$ cat src/core/bau_pkg.sv
// Package of constants and types for the byte ALU datapath and its register window.
package bau_pkg;
   localparam int unsigned DATA_W = 8;
   // Register byte addresses.
   localparam logic [11:0] OFF_OPER = 12'h000;
   localparam logic [11:0] OFF_ACC  = 12'h004;
   localparam logic [11:0] OFF_FLAG = 12'h008;
   localparam logic [11:0] OFF_MEMA = 12'h00C;
   localparam logic [11:0] OFF_MEMD = 12'h010;
   localparam logic [11:0] OFF_IOD  = 12'h014;
   localparam logic [11:0] OFF_STAT = 12'h018;
   // Field positions in the operation register.
   localparam int unsigned OP_LSB  = 0;
   localparam int unsigned IMM_LSB = 8;
   localparam int unsigned GO_BIT  = 31;
   // Field positions in the flag register.
   localparam int unsigned NULL_BIT = 0;
   localparam int unsigned WRAP_BIT = 1;
   localparam int unsigned HALF_BIT = 2;
   localparam int unsigned SIGN_BIT = 3;
   // Reset values and memory depth.
   localparam logic [7:0] ACC_RST  = 8'h00;
   localparam logic [3:0] FLAG_RST = 4'h0;
   localparam logic [7:0] MEM_RST  = 8'h00;
   localparam logic [7:0] IOD_RST  = 8'h00;
   localparam int unsigned MEM_DEPTH = 16;
   // Operation codes.
   typedef enum logic [4:0] {
      OP_INC_M   = 5'h00, OP_DEC_M  = 5'h01, OP_CLR_M  = 5'h02,
      OP_SHR_A   = 5'h03, OP_ROR_A  = 5'h04, OP_SHR_M  = 5'h05, OP_ROR_M = 5'h06,
      OP_SHL_A   = 5'h07, OP_ROL_A  = 5'h08, OP_SHL_M  = 5'h09, OP_ROL_M = 5'h0A,
      OP_SWAP_A  = 5'h0B,
      OP_AND_AI  = 5'h0C, OP_AND_AM = 5'h0D, OP_AND_MA = 5'h0E,
      OP_OR_AI   = 5'h0F, OP_OR_AM  = 5'h10, OP_OR_MA  = 5'h11,
      OP_XOR_AI  = 5'h12, OP_XOR_AM = 5'h13, OP_XOR_MA = 5'h14, OP_XOR_IO = 5'h15,
      OP_NOT_A   = 5'h16, OP_NOT_M  = 5'h17, OP_NEG_A  = 5'h18, OP_NEG_M = 5'h19
   } bau_op_t;
endpackage

$ cat src/core/bau_alu.sv
// Combinational 8-bit unary, shift and logic unit with per-operation flag update.
`timescale 1ns/1ps
module bau_alu (
   // Operation and operands
   input  wire logic [4:0] op,
   input  wire logic [7:0] acc,
   input  wire logic [7:0] mem,
   input  wire logic [7:0] imm,
   input  wire logic [7:0] iod,
   input  wire logic [3:0] flg_in,
   // Results
   output logic      [7:0] res,
   output logic      [3:0] flg_out,
   output logic            wr_acc,
   output logic            wr_mem,
   output logic            wr_io
);
   logic [8:0] sum;
   logic [4:0] half;
   logic       wrap_in;
   logic       arith;
   logic       logic_z;

   always_comb begin
      wrap_in = flg_in[bau_pkg::WRAP_BIT];
      res     = acc;
      flg_out = flg_in;
      wr_acc  = 1'b0;
      wr_mem  = 1'b0;
      wr_io   = 1'b0;
      sum     = 9'h000;
      half    = 5'h00;
      arith   = 1'b0;
      logic_z = 1'b0;
      case (op)
         bau_pkg::OP_INC_M: begin
            sum = {1'b0, mem} + 9'h001; // RULE_01
            half = {1'b0, mem[3:0]} + 5'h01;
            res = sum[7:0];
            wr_mem = 1'b1;
            arith = 1'b1;
            flg_out[bau_pkg::SIGN_BIT] = ~mem[7] & res[7]; // RULE_21
         end
         bau_pkg::OP_DEC_M: begin
            // Borrow shows as a clear carry out of mem + 0xFF, so it is inverted.
            sum = {1'b0, mem} + 9'h0FF; // RULE_02
            half = {1'b0, mem[3:0]} + 5'h0F;
            sum[8] = ~sum[8];
            half[4] = ~half[4];
            res = sum[7:0];
            wr_mem = 1'b1;
            arith = 1'b1;
            flg_out[bau_pkg::SIGN_BIT] = mem[7] & ~res[7]; // RULE_21
         end
         bau_pkg::OP_CLR_M: begin
            res = 8'h00; // RULE_03
            wr_mem = 1'b1;
         end
         bau_pkg::OP_SHR_A: begin
            res = {1'b0, acc[7:1]}; // RULE_04
            flg_out[bau_pkg::WRAP_BIT] = acc[0];
            wr_acc = 1'b1;
         end
         bau_pkg::OP_ROR_A: begin
            res = {wrap_in, acc[7:1]}; // RULE_05
            flg_out[bau_pkg::WRAP_BIT] = acc[0];
            wr_acc = 1'b1;
         end
         bau_pkg::OP_SHR_M: begin
            res = {1'b0, mem[7:1]}; // RULE_06
            flg_out[bau_pkg::WRAP_BIT] = mem[0];
            wr_mem = 1'b1;
         end
         bau_pkg::OP_ROR_M: begin
            res = {wrap_in, mem[7:1]}; // RULE_07
            flg_out[bau_pkg::WRAP_BIT] = mem[0];
            wr_mem = 1'b1;
         end
         bau_pkg::OP_SHL_A: begin
            res = {acc[6:0], 1'b0}; // RULE_08
            flg_out[bau_pkg::WRAP_BIT] = acc[7];
            wr_acc = 1'b1;
         end
         bau_pkg::OP_ROL_A: begin
            res = {acc[6:0], wrap_in}; // RULE_09
            flg_out[bau_pkg::WRAP_BIT] = acc[7];
            wr_acc = 1'b1;
         end
         bau_pkg::OP_SHL_M: begin
            res = {mem[6:0], 1'b0}; // RULE_10
            flg_out[bau_pkg::WRAP_BIT] = mem[7];
            wr_mem = 1'b1;
         end
         bau_pkg::OP_ROL_M: begin
            res = {mem[6:0], wrap_in}; // RULE_11
            flg_out[bau_pkg::WRAP_BIT] = mem[7];
            wr_mem = 1'b1;
         end
         bau_pkg::OP_SWAP_A: begin
            res = {acc[3:0], acc[7:4]}; // RULE_12
            wr_acc = 1'b1;
         end
         bau_pkg::OP_AND_AI: begin res = acc & imm; wr_acc = 1'b1; logic_z = 1'b1; end // RULE_13
         bau_pkg::OP_AND_AM: begin res = acc & mem; wr_acc = 1'b1; logic_z = 1'b1; end // RULE_13
         bau_pkg::OP_AND_MA: begin res = acc & mem; wr_mem = 1'b1; logic_z = 1'b1; end // RULE_13
         bau_pkg::OP_OR_AI:  begin res = acc | imm; wr_acc = 1'b1; logic_z = 1'b1; end // RULE_14
         bau_pkg::OP_OR_AM:  begin res = acc | mem; wr_acc = 1'b1; logic_z = 1'b1; end // RULE_14
         bau_pkg::OP_OR_MA:  begin res = acc | mem; wr_mem = 1'b1; logic_z = 1'b1; end // RULE_14
         bau_pkg::OP_XOR_AI: begin res = acc ^ imm; wr_acc = 1'b1; logic_z = 1'b1; end // RULE_15
         bau_pkg::OP_XOR_AM: begin res = acc ^ mem; wr_acc = 1'b1; logic_z = 1'b1; end // RULE_15
         bau_pkg::OP_XOR_MA: begin res = acc ^ mem; wr_mem = 1'b1; logic_z = 1'b1; end // RULE_15
         bau_pkg::OP_XOR_IO: begin
            res = acc ^ iod; // RULE_16
            wr_io = 1'b1;
         end
         bau_pkg::OP_NOT_A: begin res = ~acc; wr_acc = 1'b1; logic_z = 1'b1; end // RULE_17
         bau_pkg::OP_NOT_M: begin res = ~mem; wr_mem = 1'b1; logic_z = 1'b1; end // RULE_18
         bau_pkg::OP_NEG_A: begin
            res = 8'h00 - acc; // RULE_19
            wr_acc = 1'b1;
            logic_z = 1'b1;
         end
         bau_pkg::OP_NEG_M: begin
            res = 8'h00 - mem; // RULE_20
            wr_mem = 1'b1;
            logic_z = 1'b1;
         end
         default: begin
            res = acc;
         end
      endcase
      if (arith) begin
         flg_out[bau_pkg::NULL_BIT] = (res == 8'h00); // RULE_21
         flg_out[bau_pkg::WRAP_BIT] = sum[8];
         flg_out[bau_pkg::HALF_BIT] = half[4];
      end
      if (logic_z) begin
         flg_out[bau_pkg::NULL_BIT] = (res == 8'h00); // RULE_21
      end
   end
endmodule // bau_alu

$ cat src/core/bau_top.sv
// AHB-Lite wrapped byte ALU datapath with accumulator, flags, byte memory and IO register.
//
// Contract
// RULE_01: Increment memory byte, update all four flags.
// RULE_02: Decrement memory byte, update all four flags.
// RULE_03: Clear memory byte, flags untouched.
// RULE_04: Accumulator right shift, zero in, wrap gets bit0.
// RULE_05: Accumulator rotate right through wrap flag.
// RULE_06: Memory right shift, zero in, wrap gets bit0.
// RULE_07: Memory rotate right through wrap flag.
// RULE_08: Accumulator left shift, zero in, wrap gets bit7.
// RULE_09: Accumulator rotate left through wrap flag.
// RULE_10: Memory left shift, zero in, wrap gets bit7.
// RULE_11: Memory rotate left through wrap flag.
// RULE_12: Swap accumulator nibbles, flags untouched.
// RULE_13: AND with immediate or memory, null only.
// RULE_14: OR with immediate or memory, null only.
// RULE_15: XOR with immediate or memory, null only.
// RULE_16: XOR accumulator into IO register, flags untouched.
// RULE_17: Invert accumulator, null flag only.
// RULE_18: Invert memory byte, null flag only.
// RULE_19: Negate accumulator, null flag only.
// RULE_20: Negate memory byte, null flag only.
// RULE_21: Flags mean zero, carry, half carry, overflow.
// RULE_22: Eight-bit operands; memory read-modify-write same address.
//
// Our own choices: the AHB-Lite interface to the registers and the register offsets.
`timescale 1ns/1ps
module bau_top #(
   parameter int unsigned MEM_DEPTH = bau_pkg::MEM_DEPTH
) (
   // Clock and reset
   input  wire logic        hclk,
   input  wire logic        hresetn,
   // AHB-Lite slave
   input  wire logic        hsel,
   input  wire logic [31:0] haddr,
   input  wire logic [1:0]  htrans,
   input  wire logic        hwrite,
   input  wire logic [2:0]  hsize,
   input  wire logic [31:0] hwdata,
   input  wire logic        hready,
   output logic      [31:0] hrdata,
   output logic             hreadyout,
   output logic             hresp,
   // Datapath state
   output logic      [7:0]  acc_o,
   output logic      [3:0]  flags_o,
   output logic      [7:0]  io_data_o,
   output logic             done_o
);
   localparam int unsigned AW = (MEM_DEPTH > 1) ? $clog2(MEM_DEPTH) : 1;

   logic [7:0]  mem_q [MEM_DEPTH];
   logic [7:0]  acc_q;
   logic [3:0]  flg_q;
   logic [7:0]  iod_q;
   logic [4:0]  op_q;
   logic [7:0]  imm_q;
   logic [AW-1:0] addr_q;
   logic        go_q;
   logic        done_q;
   logic [31:0] hrdata_q;
   logic        ph_wr_q;
   logic        ph_rd_q;
   logic [11:0] ph_addr_q;

   logic        ap_valid;
   logic [7:0]  mem_rd;
   logic [7:0]  alu_res;
   logic [3:0]  alu_flg;
   logic        alu_wa;
   logic        alu_wm;
   logic        alu_wi;
   logic        sw_wr;
   logic [31:0] rd_mux;

   assign ap_valid = hsel & hready & htrans[1];
   assign sw_wr    = ph_wr_q & ~go_q;
   assign mem_rd   = mem_q[addr_q];

   bau_alu u_alu (
      .op      (op_q),
      .acc     (acc_q),
      .mem     (mem_rd),
      .imm     (imm_q),
      .iod     (iod_q),
      .flg_in  (flg_q),
      .res     (alu_res),
      .flg_out (alu_flg),
      .wr_acc  (alu_wa),
      .wr_mem  (alu_wm),
      .wr_io   (alu_wi)
   );

   // Capture the address phase; a write data phase completes with zero wait states, a read data phase with one.
   always_ff @(posedge hclk or negedge hresetn) begin
      if (!hresetn) begin
         ph_wr_q   <= 1'b0;
         ph_rd_q   <= 1'b0;
         ph_addr_q <= 12'h000;
      end else begin
         ph_wr_q   <= ap_valid & hwrite;
         ph_rd_q   <= ap_valid & ~hwrite;
         ph_addr_q <= haddr[11:0];
      end
   end

   // Operation register; writing with the start bit set launches one operation.
   always_ff @(posedge hclk or negedge hresetn) begin
      if (!hresetn) begin
         op_q  <= 5'h00;
         imm_q <= 8'h00;
         go_q  <= 1'b0;
      end else begin
         go_q <= 1'b0;
         if (ph_wr_q && ph_addr_q == bau_pkg::OFF_OPER) begin
            op_q  <= hwdata[bau_pkg::OP_LSB +: 5];
            imm_q <= hwdata[bau_pkg::IMM_LSB +: 8];
            go_q  <= hwdata[bau_pkg::GO_BIT];
         end
      end
   end

   // The operation executes in the single cycle after the start write, so the memory
   // byte is read, computed and written back at the same address in one step.
   always_ff @(posedge hclk or negedge hresetn) begin
      if (!hresetn) begin
         acc_q <= bau_pkg::ACC_RST;
         flg_q <= bau_pkg::FLAG_RST;
         iod_q <= bau_pkg::IOD_RST;
      end else if (go_q) begin
         flg_q <= alu_flg; // RULE_21
         if (alu_wa) begin
            acc_q <= alu_res;
         end
         if (alu_wi) begin
            iod_q <= alu_res; // RULE_16
         end
      end else if (sw_wr) begin
         if (ph_addr_q == bau_pkg::OFF_ACC) begin
            acc_q <= hwdata[7:0];
         end
         if (ph_addr_q == bau_pkg::OFF_FLAG) begin
            flg_q <= hwdata[3:0];
         end
         if (ph_addr_q == bau_pkg::OFF_IOD) begin
            iod_q <= hwdata[7:0];
         end
      end
   end

   always_ff @(posedge hclk or negedge hresetn) begin
      if (!hresetn) begin
         addr_q <= '0;
      end else if (sw_wr && ph_addr_q == bau_pkg::OFF_MEMA) begin
         addr_q <= hwdata[AW-1:0];
      end
   end

   // Memory bytes are flip-flops indexed by the address register.
   genvar gi;
   generate
      for (gi = 0; gi < MEM_DEPTH; gi++) begin : g_mem
         always_ff @(posedge hclk or negedge hresetn) begin
            if (!hresetn) begin
               mem_q[gi] <= bau_pkg::MEM_RST;
            end else if (addr_q == AW'(gi)) begin
               if (go_q && alu_wm) begin
                  mem_q[gi] <= alu_res; // RULE_22
               end else if (sw_wr && ph_addr_q == bau_pkg::OFF_MEMD) begin
                  mem_q[gi] <= hwdata[7:0];
               end
            end
         end
      end
   endgenerate

   // Done is sticky until the next write to the operation register; a start wins over the clear.
   always_ff @(posedge hclk or negedge hresetn) begin
      if (!hresetn) begin
         done_q <= 1'b0;
      end else if (go_q) begin
         done_q <= 1'b1;
      end else if (ph_wr_q && ph_addr_q == bau_pkg::OFF_OPER) begin
         done_q <= 1'b0;
      end
   end

   always_comb begin
      rd_mux = 32'h0000_0000;
      case (ph_addr_q)
         bau_pkg::OFF_OPER: rd_mux = {24'h000000, 3'h0, op_q} | {16'h0000, imm_q, 8'h00};
         bau_pkg::OFF_ACC:  rd_mux = {24'h000000, acc_q};
         bau_pkg::OFF_FLAG: rd_mux = {28'h0000000, flg_q};
         bau_pkg::OFF_MEMA: rd_mux = 32'(addr_q);
         bau_pkg::OFF_MEMD: rd_mux = {24'h000000, mem_rd};
         bau_pkg::OFF_IOD:  rd_mux = {24'h000000, iod_q};
         bau_pkg::OFF_STAT: rd_mux = {31'h00000000, done_q};
         default:           rd_mux = 32'h0000_0000;
      endcase
   end

   // Read data is registered from the decoded address so hrdata comes from a flop;
   // it becomes valid one cycle after the data phase begins (one wait state) and
   // then holds until the next read.
   always_ff @(posedge hclk or negedge hresetn) begin
      if (!hresetn) begin
         hrdata_q <= 32'h0000_0000;
      end else if (ph_rd_q) begin
         hrdata_q <= rd_mux;
      end
   end

   // Reads stall one cycle so the registered read data is in place when hready rises.
   logic hready_q;
   always_ff @(posedge hclk or negedge hresetn) begin
      if (!hresetn) begin
         hready_q <= 1'b1;
      end else begin
         hready_q <= ~(ap_valid & ~hwrite);
      end
   end

   assign hrdata    = hrdata_q;
   assign hreadyout = hready_q;
   assign hresp     = 1'b0;
   assign acc_o     = acc_q;
   assign flags_o   = flg_q;
   assign io_data_o = iod_q;
   assign done_o    = done_q;
endmodule // bau_top

$ cat config.mk
export PLATFORM = sky130hd
export DESIGN_NAME = bau_top
export DESIGN_NICKNAME = d
export VERILOG_FILES = /design/src/core/bau_pkg.sv /design/src/core/bau_alu.sv /design/src/core/bau_top.sv
export SDC_FILE = /design/constraint.sdc
export NUM_CORES = 1
export LEC_CHECK = 0
export BUFFER_PORTS_ARGS = -buffer_cell sky130_fd_sc_hd__buf_4
export CAP_MARGIN = 20
export CORE_MARGIN = 1.5
export CORE_UTILIZATION = 45
export CTS_CLUSTER_DIAMETER = 50
export DETAILED_ROUTE_END_ITERATION = 8
export GPL_TIMING_DRIVEN = 0
export PLACE_DENSITY = 0.67
export SYNTH_ARGS = -nofsm -noshare
export SYNTH_HDL_FRONTEND = slang
export SYNTH_SLANG_ARGS = --single-unit
$ cat constraint.sdc
create_clock -name hclk -period 6.7 [get_ports hclk]
set_clock_uncertainty 0.15 [all_clocks]
set_input_delay 0.67 -clock hclk [delete_from_list [all_inputs] [get_ports hclk]]
set_output_delay 0.67 -clock hclk [all_outputs]
set_load 0.05 [all_outputs]
==> insert_results.sql <==
INSERT INTO impl_metrics (metric_group, metric, value, unit) VALUES
('global_routing', 'overflow', '0', ''),
('layout', 'design.final.nets', '1331', ''),
('layout', 'cell_area_after_layout', '0.0134', 'mm2'),
('routing', 'route.antenna.remaining_nets', '0', ''),
('global_routing', 'grt_pass1_vias', '9709', ''),
('timing', 'hold_viol', '0', ''),
('placed_design', 'post_dp_cell_area', '0.0127', 'mm2'),
('worst_setup_path', 'critical_path.max_fanout', '10', ''),
('routing', 'met3_wirelength', '3530', 'um'),
('clocking', 'cts-hold-fix-buffers', '0', ''),
('clocking', 'tritoncts', 'yes', ''),
('worst_setup_path', 'path_buf_inv', '3', ''),
('timing', 'grt_setup_unrepaired', 'no', ''),
('clocking', 'insertion_delay', '0.45', 'ns'),
('global_routing', 'grt.total_usage', '30.1', '%'),
('timing', 'setup_viol', '0', ''),
('floorplanning', 'fp.dieW', '164', 'um'),
('worst_setup_path', 'worst_path_dominant_cell_family', 'multiplexers', ''),
('clocking', 'numCtsBuffers', '17', ''),
('synthesis', 'synthesis.area_per_instance', '10.2', 'um2'),
('power', 'maximum_vdd_ir_drop', '0.153', 'mV'),
('global_routing', 'grt_pass1_wl', '60100', 'um'),
('clocking', 'clk_root_buffer_cell', 'sky130_fd_sc_hd__clkbuf_16', ''),
('synthesis', 'synth.ff_latch_count', '198', ''),
('timing', 'final.setup.tns', '0', 'ns'),
('floorplanning', 'initial_utilization', '46.2', '%'),
('layout', 'flow.area_growth_from_synthesis', '14.2', '%'),
('clocking', 'clkSinkCount', '198', ''),
('timing', 'clock.fmax', '198', 'MHz'),
('routing', 'wl_met2', '17600', 'um'),
('worst_setup_path', 'critical_path.slowest_cell', 'sky130_fd_sc_hd__nor3_1', ''),
('floorplanning', 'floorplan.die.height', '164', 'um'),
('routing', 'drc_errors', '0', ''),
('synthesis', 'synth_enable_flop_cells', '0', ''),
('run_status', 'run_status', 'finished clean', ''),
('synthesis', 'ys.warnings.count', '0', ''),
('power', 'p_per_area', '190', 'mW/mm2'),
('timing', 'min_period', '5.05', 'ns'),
('clocking', 'post-cts-setup-buffer-count', '0', ''),
('worst_setup_path', 'worst_path_largest_cell_delay', '0.65', 'ns'),
('worst_setup_path', 'cp_data_required_time', '6.88', 'ns'),
('clocking', 'cts_resized', '0', ''),
('worst_setup_path', 'crit_path_cell_trace', 'buf_4 > buf_2 > mux4_2 > mux2_2 > mux2i_4 > ha_1 > xor2_1 > a222oi_1 > o2111ai_1 > nor3_1 > o21ai_0 > buf_1 > mux2_2', ''),
('worst_setup_path', 'worst_setup_path_start_kind', 'flop', ''),
('floorplanning', 'fp.dieArea', '0.0270', 'mm2'),
('synthesis', 'async_flop_share', '100', '%'),
('synthesis', 'synth-main-ff-cell', 'sky130_fd_sc_hd__dfrtp_1', ''),
('clocking', 'clock_path_buffers', '2', ''),
('worst_setup_path', 'worst-r2r-setup-slack', '1.65', 'ns'),
('routing', 'finalWirelength', '39000', 'um'),
('timing', 'period_share', '75.4', '%'),
('worst_setup_path', 'timing.critical_path.mode_cell', 'sky130_fd_sc_hd__mux2_2', ''),
('global_routing', 'maximum_number_of_pins_on_one_net_before_global_route_repair', '119', ''),
('synthesis', 'synth.yosys.seq_area_share', '42.4', '%'),
('worst_setup_path', 'r2r_cells', '13', ''),
('worst_setup_path', 'critical_path_class', 'flop to flop', ''),
('timing', 'timing_max_transition_violations_final', '0', ''),
('layout', 'fillCellCount', '2302', ''),
('hold_path', 'worstHoldPathType', 'input port to asynchronous set/reset pin', ''),
('routing', 'vias', '10100', ''),
('worst_setup_path', 'crit-reg2reg-launch', 'addr_q[3]', ''),
('routing', 'wl_met1', '16900', 'um'),
('synthesis', 'mappedNetlistArea', '0.0117', 'mm2'),
('clocking', 'clkSlewWorstSetupHoldPaths', '0.09', 'ns'),
('floorplanning', 'boundaryPins', '129', ''),
('floorplanning', 'core_area', '0.0253', 'mm2'),
('routing', 'dr.first_iter.drc_count', '1031', ''),
('placed_design', 'portBuffers', '72', ''),
('routing', 'route.detailed.vias_per_inst', '6.30', ''),
('synthesis', 'syn_inst', '1144', ''),
('worst_setup_path', 'critical_path.reg2reg.endpoint', 'mem_q[49]', '');
==> layer usage <==
layer,global-route usage (%),vias up
met5,0,-
met4,9.01,0
met1,42.3,5089
li1,-,4418
met2,46.0,471
met3,7.32,75
==> cell type report <==
class	instances	area (um2)	share of cell area, %
buffer	102	542	4.06
timing repair buffer	73	576	4.31
clock inverter	15	184	1.38
inverter	18	67.6	0.506
tap	330	413	3.09
multi-input combinational	842	6190	46.4
clock buffer	17	425	3.19
sequential	198	4960	37.1
==> registers in the layout, indices dropped and copies added, names as in the netlist <==
name       flops
ph_wr_q        1
imm_q          8
io_data_o      8
op_q           5
hreadyout      1
ph_addr_q     12
done_o         1
addr_q         4
flags_o        4
acc_o          8
hrdata        16
go_q           1
ph_rd_q        1
mem_q        128
==> cells in the final DEF, fill, tap and decap left out, types with 8 or more instances in the layout <==
| cell type | synthesis | layout |
|---|---|---|
| sky130_fd_sc_hd__a211oi_1 | 9 | 9 |
| sky130_fd_sc_hd__a21oi_1 | 87 | 87 |
| sky130_fd_sc_hd__a22oi_1 | 22 | 22 |
| sky130_fd_sc_hd__buf_1 | 18 | 18 |
| sky130_fd_sc_hd__buf_2 | 21 | 21 |
| sky130_fd_sc_hd__buf_4 | 21 | 92 |
| sky130_fd_sc_hd__clkbuf_1 | 36 | 36 |
| sky130_fd_sc_hd__clkbuf_16 | 0 | 17 |
| sky130_fd_sc_hd__conb_1 | 1 | 17 |
| sky130_fd_sc_hd__dfrtp_1 | 197 | 197 |
| sky130_fd_sc_hd__inv_1 | 15 | 15 |
| sky130_fd_sc_hd__mux2_2 | 116 | 116 |
| sky130_fd_sc_hd__mux2i_1 | 46 | 46 |
| sky130_fd_sc_hd__mux4_2 | 13 | 13 |
| sky130_fd_sc_hd__nand2_1 | 91 | 91 |
| sky130_fd_sc_hd__nand2b_1 | 15 | 15 |
| sky130_fd_sc_hd__nand3_1 | 28 | 28 |
| sky130_fd_sc_hd__nor2_1 | 98 | 98 |
| sky130_fd_sc_hd__nor2b_1 | 11 | 11 |
| sky130_fd_sc_hd__nor3_1 | 19 | 19 |
| sky130_fd_sc_hd__o2111ai_1 | 8 | 8 |
| sky130_fd_sc_hd__o21ai_0 | 43 | 43 |
| sky130_fd_sc_hd__o22ai_1 | 15 | 15 |
| sky130_fd_sc_hd__o2bb2ai_1 | 13 | 13 |
| sky130_fd_sc_hd__or2_2 | 9 | 9 |
| sky130_fd_sc_hd__or3_1 | 10 | 10 |
==> where the power goes <==
part           internal, mW  switching, mW  leakage, nW
Combinational        0.0783          0.169         2.89
Clock                 0.516          0.566        0.295
Sequential             1.20         0.0112         2.37
==> worst register-to-register path, delay by kind of cell (launching register included) <==
family                     cells  cell delay (ns)
and+or+nand+nor                1             0.65
adders and majority gates      1             0.32
buffers and inverters          3             0.86
muxes                          4             1.44
DFF                            1             0.38
AOI/OAI and AO/OA              3             1.00
xor gates and xnor gates       1             0.15
==> per-stage QoR <==
| step | hold slack [ns] | util (%) | total power [mW] | std cells | worst slack [ns] |
|---|---|---|---|---|---|
| global route | 0.156 | 52.7 | 2.62 | 1595 | 1.38 |
| detailed placement | 0.320 | 50.3 | 1.48 | 1563 | 1.72 |
| finish | 0.121 | 52.7 | 2.54 | 1595 | 1.65 |
| floorplan | 0.224 | - | 1.38 | 1160 | 2.69 |
| global placement | 0.311 | 50.2 | 1.48 | 1562 | 1.72 |
| CTS | 0.165 | 52.7 | 2.55 | 1595 | 1.70 |
==> logic make-up after synthesis <==
family	after synthesis	share of synthesized area [%]
AOI/OAI and AO/OA	292	17.1
buffers and inverters	120	5.21
DFF	198	42.4
adders and majority gates	5	0.535
other	1	0.0321
xor gates and xnor gates	10	0.749
and+or+nand+nor	330	13.9
muxes	188	20.1
==> cells in the mapped netlist (10+ instances only) <==
master	n	area share [%]
sky130_fd_sc_hd__a21oi_1	87	3.7
sky130_fd_sc_hd__a22oi_1	22	1.4
sky130_fd_sc_hd__buf_1	18	0.58
sky130_fd_sc_hd__buf_2	21	0.90
sky130_fd_sc_hd__buf_4	21	1.3
sky130_fd_sc_hd__clkbuf_1	36	1.2
sky130_fd_sc_hd__dfrtp_1	197	42
sky130_fd_sc_hd__inv_1	15	0.48
sky130_fd_sc_hd__mux2_2	116	11
sky130_fd_sc_hd__mux2i_1	46	3.9
sky130_fd_sc_hd__mux4_2	13	2.5
sky130_fd_sc_hd__nand2_1	91	2.9
sky130_fd_sc_hd__nand2b_1	15	0.80
sky130_fd_sc_hd__nand3_1	28	1.2
sky130_fd_sc_hd__nor2_1	98	3.1
sky130_fd_sc_hd__nor2b_1	11	0.59
sky130_fd_sc_hd__nor3_1	19	0.81
sky130_fd_sc_hd__o21ai_0	43	1.8
sky130_fd_sc_hd__o22ai_1	15	0.80
sky130_fd_sc_hd__o2bb2ai_1	13	0.97
sky130_fd_sc_hd__or3_1	10	0.53
==> worst max path at each step <==
stage	start	end	slack (ns)	cells after the start
2_1_floorplan	addr_q[1]	mem_q[103]	2.69	18
3_3_place_gp	addr_q[3]	mem_q[57]	1.72	13
3_5_place_dp	addr_q[3]	mem_q[49]	1.72	13
4_1_cts	addr_q[3]	mem_q[49]	1.70	13
5_1_grt	addr_q[3]	mem_q[49]	1.38	13
6_report	addr_q[3]	mem_q[49]	1.65	13
Power figures use the tool's default switching activity.
